**src/rtl/esd_pkg.sv**
```systemverilog
// Function
// - read-only copy of serial one FIFO control
// - bit0: line2 mgmt interrupt on both edges
// - bit1: line6 mgmt interrupt on both edges
// - bit2: line2 wake event on both edges
// - bit3: line6 wake event on both edges
// - disable bits 7:5 and 3 override peripheral activate bits
// - disable register writable only when unlocked, pin allows
// - bit0 set forces floppy write protected
// - write protect is OR of four terms
// - lock bit freezes register until main/PCI reset
// - disable register bit2 reads zero
// - bit3 disables the floppy controller
// - bit5 disables serial port two
// - bit6 disables serial port one
// - bit7 disables the parallel port
// - disabled peripheral ignores host and SMBus accesses
`default_nettype none
package esd_pkg;
	// register indices; byte address is four times the index
	localparam logic [7:0] ESD_IDX_FCR_COPY   = 8'h20;
	localparam logic [7:0] ESD_IDX_EDGE_SEL   = 8'h21;
	localparam logic [7:0] ESD_IDX_DISABLE    = 8'h22;
	// reset values
	localparam logic [7:0] ESD_RST_FCR_COPY   = 8'h00;
	localparam logic [7:0] ESD_RST_EDGE_SEL   = 8'h00;
	localparam logic [7:0] ESD_RST_DISABLE    = 8'h00;
	// readable bits of each register
	localparam logic [7:0] ESD_MASK_FCR_COPY  = 8'hCF;
	localparam logic [7:0] ESD_MASK_EDGE_SEL  = 8'h0F;
	localparam logic [7:0] ESD_MASK_DISABLE   = 8'hEB;
	// edge select field positions
	localparam int ESD_EDGE_L2_MGMT           = 0;
	localparam int ESD_EDGE_L6_MGMT           = 1;
	localparam int ESD_EDGE_L2_WAKE           = 2;
	localparam int ESD_EDGE_L6_WAKE           = 3;
	// disable register field positions
	localparam int ESD_DIS_WP_OVERRIDE        = 0;
	localparam int ESD_DIS_LOCK               = 1;
	// peripheral order: floppy, serial two, serial one, parallel
	localparam int ESD_NUM_PERIPH             = 4;
	localparam int ESD_DIS_POS [ESD_NUM_PERIPH] = '{3, 5, 6, 7};
	// lock pin configuration value that lets the pin lock the register
	localparam logic [1:0] ESD_LOCK_PIN_CFG   = 2'h1;
	// bus responses
	localparam logic [1:0] ESD_RESP_OKAY      = 2'h0;
	localparam logic [1:0] ESD_RESP_SLVERR    = 2'h2;
	// number of watched port lines
	localparam int ESD_NUM_LINES              = 2;
endpackage
`default_nettype wire

```
**src/rtl/esd_edge_if.sv**
```systemverilog
`timescale 1ns/10ps
`default_nettype none
// carries port line levels, edge choices and status set pulses
interface esd_edge_if #(parameter int N = 2);
	logic [N-1:0] line_lvl;   // sampled port line levels
	logic [N-1:0] mgmt_both;  // 1: mgmt status on both edges
	logic [N-1:0] wake_both;  // 1: wake status on both edges
	logic [N-1:0] mgmt_set;   // one-cycle mgmt status set pulse
	logic [N-1:0] wake_set;   // one-cycle wake status set pulse
	// register side drives levels and choices
	modport ctl (
		output line_lvl,
		output mgmt_both,
		output wake_both,
		input  mgmt_set,
		input  wake_set
	);
	// detector side reports set pulses
	modport det (
		input  line_lvl,
		input  mgmt_both,
		input  wake_both,
		output mgmt_set,
		output wake_set
	);
endinterface
`default_nettype wire

```
**src/rtl/esd_edge_det.sv**
```systemverilog
`timescale 1ns/10ps
`default_nettype none
// per-line edge detector for mgmt interrupt and wake status
module esd_edge_det
	import esd_pkg::*;
#(
	parameter int N = 2
) (
	input  wire logic ref_clk,
	input  wire logic rst_b,
	esd_edge_if.det   edge_io
);
	logic [N-1:0] prev_ff;   // line level one cycle ago
	logic         armed_ff;  // prev_ff holds a real sample

	// at least one line must be watched
	if (N < 1) begin : g_bad_n
		$error("esd_edge_det: N must be at least 1");
	end

	// arm after the first sample so reset level makes no edge
	always_ff @(posedge ref_clk) begin
		if (!rst_b) begin
			armed_ff <= 1'b0;
		end else begin
			armed_ff <= 1'b1;
		end
	end

	// remember last level
	always_ff @(posedge ref_clk) begin
		if (!rst_b) begin
			prev_ff <= '0;
		end else begin
			prev_ff <= edge_io.line_lvl;
		end
	end

	// one generate slice per watched line
	for (genvar g = 0; g < N; g++) begin : g_line
		logic fall;  // high-to-low transition
		logic rise;  // low-to-high transition
		logic mgmt_set_ff;
		logic wake_set_ff;
		assign fall = armed_ff & prev_ff[g] & ~edge_io.line_lvl[g];
		assign rise = armed_ff & ~prev_ff[g] & edge_io.line_lvl[g];
		// falling edge always counts, rising only in both-edge mode
		always_ff @(posedge ref_clk) begin
			if (!rst_b) begin
				mgmt_set_ff <= 1'b0;
				wake_set_ff <= 1'b0;
			end else begin
				mgmt_set_ff <= fall | (rise & edge_io.mgmt_both[g]);
				wake_set_ff <= fall | (rise & edge_io.wake_both[g]);
			end
		end
		assign edge_io.mgmt_set[g] = mgmt_set_ff;
		assign edge_io.wake_set[g] = wake_set_ff;
	end
endmodule
`default_nettype wire

```
**src/rtl/esd_regs.sv**
```systemverilog
`timescale 1ns/10ps
`default_nettype none
// edge select and peripheral disable register bank, AXI4-Lite slave
module esd_regs
	import esd_pkg::*;
#(
	parameter int ADDR_W = 10
) (
	input  wire logic                      ref_clk,
	input  wire logic                      rst_b,
	// extra reset sources, synchronous, active high
	input  wire logic                      main_por,
	input  wire logic                      pci_reset,
	input  wire logic                      standby_power_on_reset,
	// AXI4-Lite slave
	input  wire logic                      s_axi_awvalid,
	output logic                           s_axi_awready,
	input  wire logic [ADDR_W-1:0]         s_axi_awaddr,
	input  wire logic [2:0]                s_axi_awprot,
	input  wire logic                      s_axi_wvalid,
	output logic                           s_axi_wready,
	input  wire logic [31:0]               s_axi_wdata,
	input  wire logic [3:0]                s_axi_wstrb,
	output logic                           s_axi_bvalid,
	input  wire logic                      s_axi_bready,
	output logic [1:0]                     s_axi_bresp,
	input  wire logic                      s_axi_arvalid,
	output logic                           s_axi_arready,
	input  wire logic [ADDR_W-1:0]         s_axi_araddr,
	input  wire logic [2:0]                s_axi_arprot,
	output logic                           s_axi_rvalid,
	input  wire logic                      s_axi_rready,
	output logic [31:0]                    s_axi_rdata,
	output logic [1:0]                     s_axi_rresp,
	// serial one FIFO control writes, copied into the shadow
	input  wire logic                      ser1_fcr_wr,
	input  wire logic [7:0]                ser1_fcr_data,
	// keyboard controller port lines
	input  wire logic                      kbc_port1_line2,
	input  wire logic                      kbc_port1_line6,
	output logic [ESD_NUM_LINES-1:0]       mgmt_interrupt_set,
	output logic [ESD_NUM_LINES-1:0]       wake_event_set,
	// lock pin and its configuration field
	input  wire logic                      lock_control_pin,
	input  wire logic [1:0]                lock_pin_cfg,
	// floppy write protect terms
	input  wire logic                      write_protect_n,
	input  wire logic                      drive_sel_zero_n,
	input  wire logic                      drive_sel_one_n,
	input  wire logic                      force_write_protect,
	output logic                           floppy_wp_to_core,
	// peripherals: floppy, serial two, serial one, parallel
	input  wire logic [ESD_NUM_PERIPH-1:0] periph_activate,
	input  wire logic [ESD_NUM_PERIPH-1:0] lpc_access_req,
	input  wire logic [ESD_NUM_PERIPH-1:0] smb_access_req,
	output logic [ESD_NUM_PERIPH-1:0]      periph_enable,
	output logic [ESD_NUM_PERIPH-1:0]      lpc_access_grant,
	output logic [ESD_NUM_PERIPH-1:0]      smb_access_grant
);
	localparam int WW = ADDR_W - 2;  // word index width

	// the highest index needs eight address bits
	if (ADDR_W < 8 || ADDR_W > 32) begin : g_bad_addr_w
		$error("esd_regs: ADDR_W must be 8 to 32");
	end

	// ---------------- bus state ----------------
	logic              awready_ff;   // address channel open
	logic              wready_ff;    // data channel open
	logic              aw_full_ff;   // address held, waiting for data
	logic              w_full_ff;    // data held, waiting for address
	logic [ADDR_W-1:0] awaddr_ff;    // held write address
	logic [7:0]        wdata_ff;     // held write byte
	logic              wstrb0_ff;    // held lane 0 strobe
	logic              bvalid_ff;    // write response pending
	logic [1:0]        bresp_ff;     // write response code
	logic              arready_ff;   // read address channel open
	logic              rvalid_ff;    // read data pending
	logic [31:0]       rdata_ff;     // read data word
	logic [1:0]        rresp_ff;     // read response code

	// ---------------- register state ----------------
	logic [7:0]        fcr_copy_ff;  // serial one FIFO control copy
	logic [7:0]        edge_sel_ff;  // edge select
	logic [7:0]        disable_ff;   // peripheral disable
	logic              wp_ff;        // write protect to floppy core
	logic [ESD_NUM_PERIPH-1:0] enable_ff;
	logic [ESD_NUM_PERIPH-1:0] lpc_grant_ff;
	logic [ESD_NUM_PERIPH-1:0] smb_grant_ff;

	// ---------------- write path decode ----------------
	logic              aw_take;      // address taken this edge
	logic              w_take;       // data taken this edge
	logic              do_wr;        // both halves present, commit
	logic [ADDR_W-1:0] wr_addr;      // address of committing write
	logic [7:0]        wr_byte;      // byte of committing write
	logic              wr_lane0;     // lane 0 enabled
	logic [WW-1:0]     wr_word;      // word index of write
	logic              wr_hit_fcr;   // write hits shadow
	logic              wr_hit_edge;  // write hits edge select
	logic              wr_hit_dis;   // write hits disable register
	logic              dis_writable; // disable register may change
	logic              nxt_aw_full;
	logic              nxt_w_full;
	logic              nxt_bvalid;

	assign aw_take  = s_axi_awvalid & awready_ff;
	assign w_take   = s_axi_wvalid & wready_ff;
	assign wr_addr  = aw_take ? s_axi_awaddr : awaddr_ff;
	assign wr_byte  = w_take ? s_axi_wdata[7:0] : wdata_ff;
	assign wr_lane0 = w_take ? s_axi_wstrb[0] : wstrb0_ff;
	assign wr_word  = wr_addr[ADDR_W-1:2];
	assign do_wr    = (aw_full_ff | aw_take) & (w_full_ff | w_take) & ~bvalid_ff;

	assign wr_hit_fcr  = (wr_word == WW'(ESD_IDX_FCR_COPY));
	assign wr_hit_edge = (wr_word == WW'(ESD_IDX_EDGE_SEL));
	assign wr_hit_dis  = (wr_word == WW'(ESD_IDX_DISABLE));

	// locked by the lock bit, or by the pin when so configured
	assign dis_writable = ~disable_ff[ESD_DIS_LOCK] &
		~((lock_pin_cfg == ESD_LOCK_PIN_CFG) & lock_control_pin);

	assign nxt_aw_full = (aw_full_ff | aw_take) & ~do_wr;
	assign nxt_w_full  = (w_full_ff | w_take) & ~do_wr;
	assign nxt_bvalid  = do_wr | (bvalid_ff & ~s_axi_bready);

	// write channel handshake; channels close while a response waits
	always_ff @(posedge ref_clk) begin
		if (!rst_b) begin
			awready_ff <= 1'b1;
			wready_ff  <= 1'b1;
			aw_full_ff <= 1'b0;
			w_full_ff  <= 1'b0;
			bvalid_ff  <= 1'b0;
		end else begin
			awready_ff <= ~nxt_aw_full & ~nxt_bvalid;
			wready_ff  <= ~nxt_w_full & ~nxt_bvalid;
			aw_full_ff <= nxt_aw_full;
			w_full_ff  <= nxt_w_full;
			bvalid_ff  <= nxt_bvalid;
		end
	end

	// hold whichever half arrived first
	always_ff @(posedge ref_clk) begin
		if (!rst_b) begin
			awaddr_ff <= '0;
			wdata_ff  <= 8'h00;
			wstrb0_ff <= 1'b0;
		end else begin
			if (aw_take) begin
				awaddr_ff <= s_axi_awaddr;
			end
			if (w_take) begin
				wdata_ff  <= s_axi_wdata[7:0];
				wstrb0_ff <= s_axi_wstrb[0];
			end
		end
	end

	// write response: unmapped addresses answer SLVERR
	always_ff @(posedge ref_clk) begin
		if (!rst_b) begin
			bresp_ff <= ESD_RESP_OKAY;
		end else if (do_wr) begin
			if (wr_hit_fcr | wr_hit_edge | wr_hit_dis) begin
				bresp_ff <= ESD_RESP_OKAY;
			end else begin
				bresp_ff <= ESD_RESP_SLVERR;
			end
		end
	end

	// ---------------- registers ----------------

	// shadow follows serial one FIFO control writes, bus cannot write it
	always_ff @(posedge ref_clk) begin
		if (!rst_b || main_por || pci_reset || standby_power_on_reset) begin
			fcr_copy_ff <= ESD_RST_FCR_COPY;
		end else if (ser1_fcr_wr) begin
			fcr_copy_ff <= ser1_fcr_data & ESD_MASK_FCR_COPY;
		end
	end

	// edge select, only low four bits stored
	always_ff @(posedge ref_clk) begin
		if (!rst_b || standby_power_on_reset) begin
			edge_sel_ff <= ESD_RST_EDGE_SEL;
		end else if (do_wr && wr_hit_edge && wr_lane0) begin
			edge_sel_ff <= wr_byte & ESD_MASK_EDGE_SEL;
		end
	end

	// disable register; lock cleared by main and PCI resets
	always_ff @(posedge ref_clk) begin
		if (!rst_b || standby_power_on_reset) begin
			disable_ff <= ESD_RST_DISABLE;
		end else begin
			if (do_wr && wr_hit_dis && wr_lane0 && dis_writable) begin
				disable_ff <= wr_byte & ESD_MASK_DISABLE;
			end
			if (main_por || pci_reset) begin
				disable_ff[ESD_DIS_LOCK] <= 1'b0;
			end
		end
	end

	// ---------------- read path ----------------
	logic          ar_take;   // read address taken
	logic [WW-1:0] rd_word;   // word index of read
	logic          nxt_rvalid;

	assign ar_take    = s_axi_arvalid & arready_ff;
	assign rd_word    = s_axi_araddr[ADDR_W-1:2];
	assign nxt_rvalid = ar_take | (rvalid_ff & ~s_axi_rready);

	// read handshake, one read at a time
	always_ff @(posedge ref_clk) begin
		if (!rst_b) begin
			arready_ff <= 1'b1;
			rvalid_ff  <= 1'b0;
		end else begin
			arready_ff <= ~nxt_rvalid;
			rvalid_ff  <= nxt_rvalid;
		end
	end

	// read data captured with the address; reserved bits read zero
	always_ff @(posedge ref_clk) begin
		if (!rst_b) begin
			rdata_ff <= 32'h0000_0000;
			rresp_ff <= ESD_RESP_OKAY;
		end else if (ar_take) begin
			rresp_ff <= ESD_RESP_OKAY;
			if (rd_word == WW'(ESD_IDX_FCR_COPY)) begin
				rdata_ff <= {24'h00_0000, fcr_copy_ff};
			end else if (rd_word == WW'(ESD_IDX_EDGE_SEL)) begin
				rdata_ff <= {24'h00_0000, edge_sel_ff & ESD_MASK_EDGE_SEL};
			end else if (rd_word == WW'(ESD_IDX_DISABLE)) begin
				rdata_ff <= {24'h00_0000, disable_ff & ESD_MASK_DISABLE};
			end else begin
				rdata_ff <= 32'h0000_0000;
				rresp_ff <= ESD_RESP_SLVERR;
			end
		end
	end

	// ---------------- edge detection ----------------
	esd_edge_if #(.N(ESD_NUM_LINES)) edge_bus ();

	// line 2 on slot 0, line 6 on slot 1
	assign edge_bus.line_lvl  = {kbc_port1_line6, kbc_port1_line2};
	assign edge_bus.mgmt_both = {edge_sel_ff[ESD_EDGE_L6_MGMT], edge_sel_ff[ESD_EDGE_L2_MGMT]};
	assign edge_bus.wake_both = {edge_sel_ff[ESD_EDGE_L6_WAKE], edge_sel_ff[ESD_EDGE_L2_WAKE]};

	esd_edge_det #(
		.N       (ESD_NUM_LINES)
	) u_edge_det (
		.ref_clk (ref_clk),
		.rst_b   (rst_b),
		.edge_io (edge_bus.det)
	);

	// ---------------- floppy write protect ----------------

	// override OR drive input OR forced per selected drive
	always_ff @(posedge ref_clk) begin
		if (!rst_b) begin
			wp_ff <= 1'b0;
		end else begin
			wp_ff <= disable_ff[ESD_DIS_WP_OVERRIDE] |
				write_protect_n |
				(drive_sel_zero_n & force_write_protect) |
				(drive_sel_one_n & force_write_protect);
		end
	end

	// ---------------- peripheral enables and access gating ----------------
	for (genvar g = 0; g < ESD_NUM_PERIPH; g++) begin : g_periph
		logic dis;  // this peripheral forced off
		assign dis = disable_ff[ESD_DIS_POS[g]];
		// disable overrides activate; accesses dropped while off
		always_ff @(posedge ref_clk) begin
			if (!rst_b) begin
				enable_ff[g]    <= 1'b0;
				lpc_grant_ff[g] <= 1'b0;
				smb_grant_ff[g] <= 1'b0;
			end else begin
				enable_ff[g]    <= periph_activate[g] & ~dis;
				lpc_grant_ff[g] <= lpc_access_req[g] & ~dis;
				smb_grant_ff[g] <= smb_access_req[g] & ~dis;
			end
		end
	end

	// ---------------- outputs ----------------
	assign s_axi_awready      = awready_ff;
	assign s_axi_wready       = wready_ff;
	assign s_axi_bvalid       = bvalid_ff;
	assign s_axi_bresp        = bresp_ff;
	assign s_axi_arready      = arready_ff;
	assign s_axi_rvalid       = rvalid_ff;
	assign s_axi_rdata        = rdata_ff;
	assign s_axi_rresp        = rresp_ff;
	assign mgmt_interrupt_set = edge_bus.mgmt_set;
	assign wake_event_set     = edge_bus.wake_set;
	assign floppy_wp_to_core  = wp_ff;
	assign periph_enable      = enable_ff;
	assign lpc_access_grant   = lpc_grant_ff;
	assign smb_access_grant   = smb_grant_ff;
endmodule
`default_nettype wire

```
**config.mk**
```make
export PLATFORM = sky130hd
export DESIGN_NAME = esd_regs
export DESIGN_NICKNAME = d
export VERILOG_FILES = /design/src/rtl/esd_pkg.sv /design/src/rtl/esd_edge_if.sv /design/src/rtl/esd_edge_det.sv /design/src/rtl/esd_regs.sv
export SDC_FILE = /design/constraint.sdc
export NUM_CORES = 1
export LEC_CHECK = 0
export BUFFER_PORTS_ARGS = -buffer_cell sky130_fd_sc_hd__buf_2
export CAP_MARGIN = 20
export CORE_MARGIN = 5
export CORE_UTILIZATION = 47
export DETAILED_ROUTE_END_ITERATION = 8
export PLACE_DENSITY_LB_ADDON = 0.2
export SYNTH_ARGS = -nofsm -noshare
export SYNTH_HDL_FRONTEND = slang
export SYNTH_SLANG_ARGS = --single-unit
```
**constraint.sdc**
```tcl
create_clock -name ref_clk -period 3.4 [get_ports ref_clk]
set_input_delay 0.17 -clock ref_clk [delete_from_list [all_inputs] [get_ports ref_clk]]
set_output_delay 0.17 -clock ref_clk [all_outputs]
set_load 0.05 [all_outputs]
```
==> results.json <==
{
  "synth_cell_types": 41,
  "final.setup.tns_ns": 0,
  "grt_pass1_wl_mm": 9.22,
  "final-hold-violation-count": 0,
  "synthesis.area_um2": 2860,
  "power.total_mw": 1.81,
  "timing.max_slew.rel_slack_pct": 44.3,
  "multi_input_comb_area_um2": 1280,
  "postRouteAntennaNets": 0,
  "cts.clk_slew.worst_paths_ns": 0.08,
  "finish.net_count": 500,
  "clock_tree.htree_level_count": 3,
  "cp-end-kind": "flop",
  "timing.critical_path.fanout_max": 14,
  "synth_ff_type": "sky130_fd_sc_hd__dfxtp_1",
  "die_x_um": 88.0,
  "fp-row-count": 28,
  "final_core_util_pct": 57.9,
  "timing.final.setup_violations": 0,
  "start_util_pct": 48.3,
  "layout.cells.non_filler": 478,
  "criticalPathCategory": "flop to flop",
  "synth_top_area_share_pct": 47.6,
  "fillerInstances": 556,
  "cts_stage_hold_buffer_count": 0,
  "post_synth.cell_area_avg_um2": 9.17,
  "place.detailed.instances": 462,
  "synthCells": 312,
  "average_detailed_routed_wire_length_per_instance_um": 12.6,
  "crit_path_start_kind": "flop",
  "buffer_ports.inserted": 92,
  "skew_ns": 0.0101,
  "final_period_minus_worst_setup_slack_ns": 2.13,
  "netlist_top_cells_count": "sky130_fd_sc_hd__dfxtp_1 (68), sky130_fd_sc_hd__nand2_1 (34), sky130_fd_sc_hd__buf_4 (31), sky130_fd_sc_hd__a21oi_1 (18), sky130_fd_sc_hd__mux2i_1 (18)",
  "report.final.slew_viol_count": 0,
  "die_h_um": 88.0,
  "detail_route.vias_per_cell": 4.74,
  "regArea_um2": 1360,
  "library_cell_used_as_clock_root_buffer": "sky130_fd_sc_hd__clkbuf_8",
  "met1Wirelength_mm": 2.68,
  "worst_slew_pin_slew_ns": 0.835,
  "dp_hpwl_mm": 4.54,
  "cts_sinks": 68,
  "via_count_of_the_first_global_routing_pass": 2098,
  "rsz0062_at_grt": "false",
  "core_region_area_um2": 5920,
  "ctsResizeCount": 0,
  "synth.top_cells.by_area": "sky130_fd_sc_hd__dfxtp_1 (48%), sky130_fd_sc_hd__buf_4 (8.1%), sky130_fd_sc_hd__mux2i_1 (6.3%), sky130_fd_sc_hd__nand2_1 (4.5%), sky130_fd_sc_hd__nor2b_1 (3.7%)",
  "fmax_ghz": 0.470,
  "crit_path_max_incr_delay_ns": 0.77,
  "synth_enable_flop_cells": 0,
  "global_route.overflow_total": 0,
  "crit_required_ns": 3.62,
  "yosys.cell_count.top_type": "sky130_fd_sc_hd__dfxtp_1",
  "cpMaxStageDelayCell": "sky130_fd_sc_hd__a221oi_2",
  "max_cap_violations": 0,
  "yosys_warnings": 0,
  "design.die.area_um2": 7750,
  "grt_max_degree": 46,
  "crit_chain": "and2_2 > nand4b_1 > a221oi_2 > and3_2 > nor3_1",
  "dr_wl_met3_um": 565,
  "async_flop_share_pct": 0,
  "outcome": "complete, no violations",
  "area.growth.synth_to_final_pct": 19.8,
  "crit_buf_inv": 0,
  "gp_congestion": 0.757,
  "clock_tree_from_tritoncts": "built",
  "share_of_cells_above_drive_strength_1_pct": 29.8,
  "worst_ir_drop_vdd_uv": 294,
  "fin_crit_sh_pct": 62.6,
  "power_density_nw_per_um2": 527,
  "antenna_cells_inserted": 0,
  "crit_family": "simple AND/OR/NAND/NOR gates",
  "firstDrtPassIters": 4,
  "clk_latency_ns": 0.34,
  "post-route-drc-count": 0,
  "fin_hold_ws_ns": 0.0225,
  "maxUsedRoutingLayer": "met4",
  "yosysSeqAreaShare_pct": 47.6,
  "hp-class": "input pin to flop",
  "met2_wirelength_mm": 2.69,
  "vias": 2264,
  "netlist.top_cell.by_area": "sky130_fd_sc_hd__dfxtp_1",
  "total_leakage_power_nw": 1.58,
  "cts_setup_buffers": 0,
  "finalWirelength_mm": 6.01,
  "worst_ep_arrival_ns": 2.35,
  "number_of_antenna_violations_at_the_first_check_in_global_routing": 0,
  "inserted_clock_buffers": 9,
  "tot_gr_track_use_pct": 15.5,
  "drt_iter0_markers": 66,
  "io_pins": 160,
  "synth.ff_latch_count": 68,
  "cts_max_path_buffers": 2
}
[logic make-up (layout without fill, tap and decap cells)]
family,after synthesis,in the layout,synth area share (%)
AO/OA/AOI/OAI,54,54,12.4
buffers and inverters,51,116,11.0
flip-flops,68,68,47.6
multiplexers,18,18,6.30
other,1,27,0.131
AND/OR/NAND/NOR,120,120,22.6
[cell usage in the layout (no fill, tap or decap), types with 2 or more instances in the layout]
| cell type | netlist | layout |
|---|---|---|
| sky130_fd_sc_hd__inv_1 | 8 | 8 |
| sky130_fd_sc_hd__conb_1 | 1 | 27 |
| sky130_fd_sc_hd__clkinvlp_4 | 0 | 2 |
| sky130_fd_sc_hd__o21a_1 | 2 | 2 |
| sky130_fd_sc_hd__clkbuf_8 | 0 | 9 |
| sky130_fd_sc_hd__nand4_1 | 2 | 2 |
| sky130_fd_sc_hd__and2_1 | 15 | 15 |
| sky130_fd_sc_hd__buf_2 | 0 | 92 |
| sky130_fd_sc_hd__nand2b_1 | 6 | 6 |
| sky130_fd_sc_hd__or3_1 | 2 | 2 |
| sky130_fd_sc_hd__nor4_1 | 2 | 2 |
| sky130_fd_sc_hd__a31o_2 | 2 | 2 |
| sky130_fd_sc_hd__a21boi_0 | 11 | 11 |
| sky130_fd_sc_hd__a21oi_1 | 18 | 18 |
| sky130_fd_sc_hd__nand3_1 | 8 | 8 |
| sky130_fd_sc_hd__dfxtp_1 | 68 | 68 |
| sky130_fd_sc_hd__nor2b_1 | 17 | 17 |
| sky130_fd_sc_hd__o21ai_0 | 11 | 11 |
| sky130_fd_sc_hd__nor3_1 | 5 | 5 |
| sky130_fd_sc_hd__and3_1 | 2 | 2 |
| sky130_fd_sc_hd__a31oi_1 | 2 | 2 |
| sky130_fd_sc_hd__nand3b_1 | 4 | 4 |
| sky130_fd_sc_hd__nand2_1 | 34 | 34 |
| sky130_fd_sc_hd__mux2i_1 | 18 | 18 |
| sky130_fd_sc_hd__nand4b_1 | 2 | 2 |
| sky130_fd_sc_hd__clkinv_4 | 0 | 2 |
| sky130_fd_sc_hd__nor2_1 | 13 | 13 |
| sky130_fd_sc_hd__and3_2 | 3 | 3 |
[through the flow]
stage	area (um^2)	setup WS (ns)
finish	3430	1.27
global route	3430	1.09
CTS	3430	1.27
detailed placement	3230	1.31
global placement	3230	1.32
floorplan	2960	1.57
[where the power goes]
group	total (mW)	switching [mW]	internal, mW	leakage, nW
logic	0.291	0.210	0.0810	0.927
registers	0.846	0.0146	0.831	0.558
clock network	0.669	0.327	0.342	0.0958
total	1.81	0.552	1.25	1.58
[registers in the layout, indices dropped and copies added (netlist names), 2 cells and up]
signal	flops
smb_access_grant	4
s_axi_rdata	7
lpc_access_grant	4
u_edge_det.prev_ff	2
awaddr_ff	8
disable_ff	6
u_edge_det.g_line.mgmt_set_ff	2
periph_enable	4
fcr_copy_ff	6
edge_sel_ff	4
u_edge_det.g_line.wake_set_ff	2
wdata_ff	7
[metal layers]
metal,track usage [%],vias to the layer above
met5,0,-
met4,8.38,0
met3,4.33,8
met2,24.0,75
met1,19.6,1018
li1,-,1163
[area by class of cell]
class / count / share of cell area (%)
Inverter: 8 / 0.876
Clock buffer: 9 / 3.61
Timing Repair Buffer: 92 / 13.4
Tap cell: 75 / 2.74
Sequential cell: 68 / 39.7
Multi-Input combinational cell: 219 / 37.4
Clock inverter: 7 / 2.23
[final timing paths]
kind / from / end / slack, ns / cells after the start
setup / recovery: s_axi_awready / disable_ff[5] / 1.27 / 5
hold / removal: periph_activate[3] / periph_enable[3] / 0.02 / 2
setup reg to reg: s_axi_awready / disable_ff[5] / 1.27 / 5
hold reg to reg: s_axi_rdata[1] / s_axi_rdata[1] / 0.47 / 2
Power figures use the tool's default switching activity.
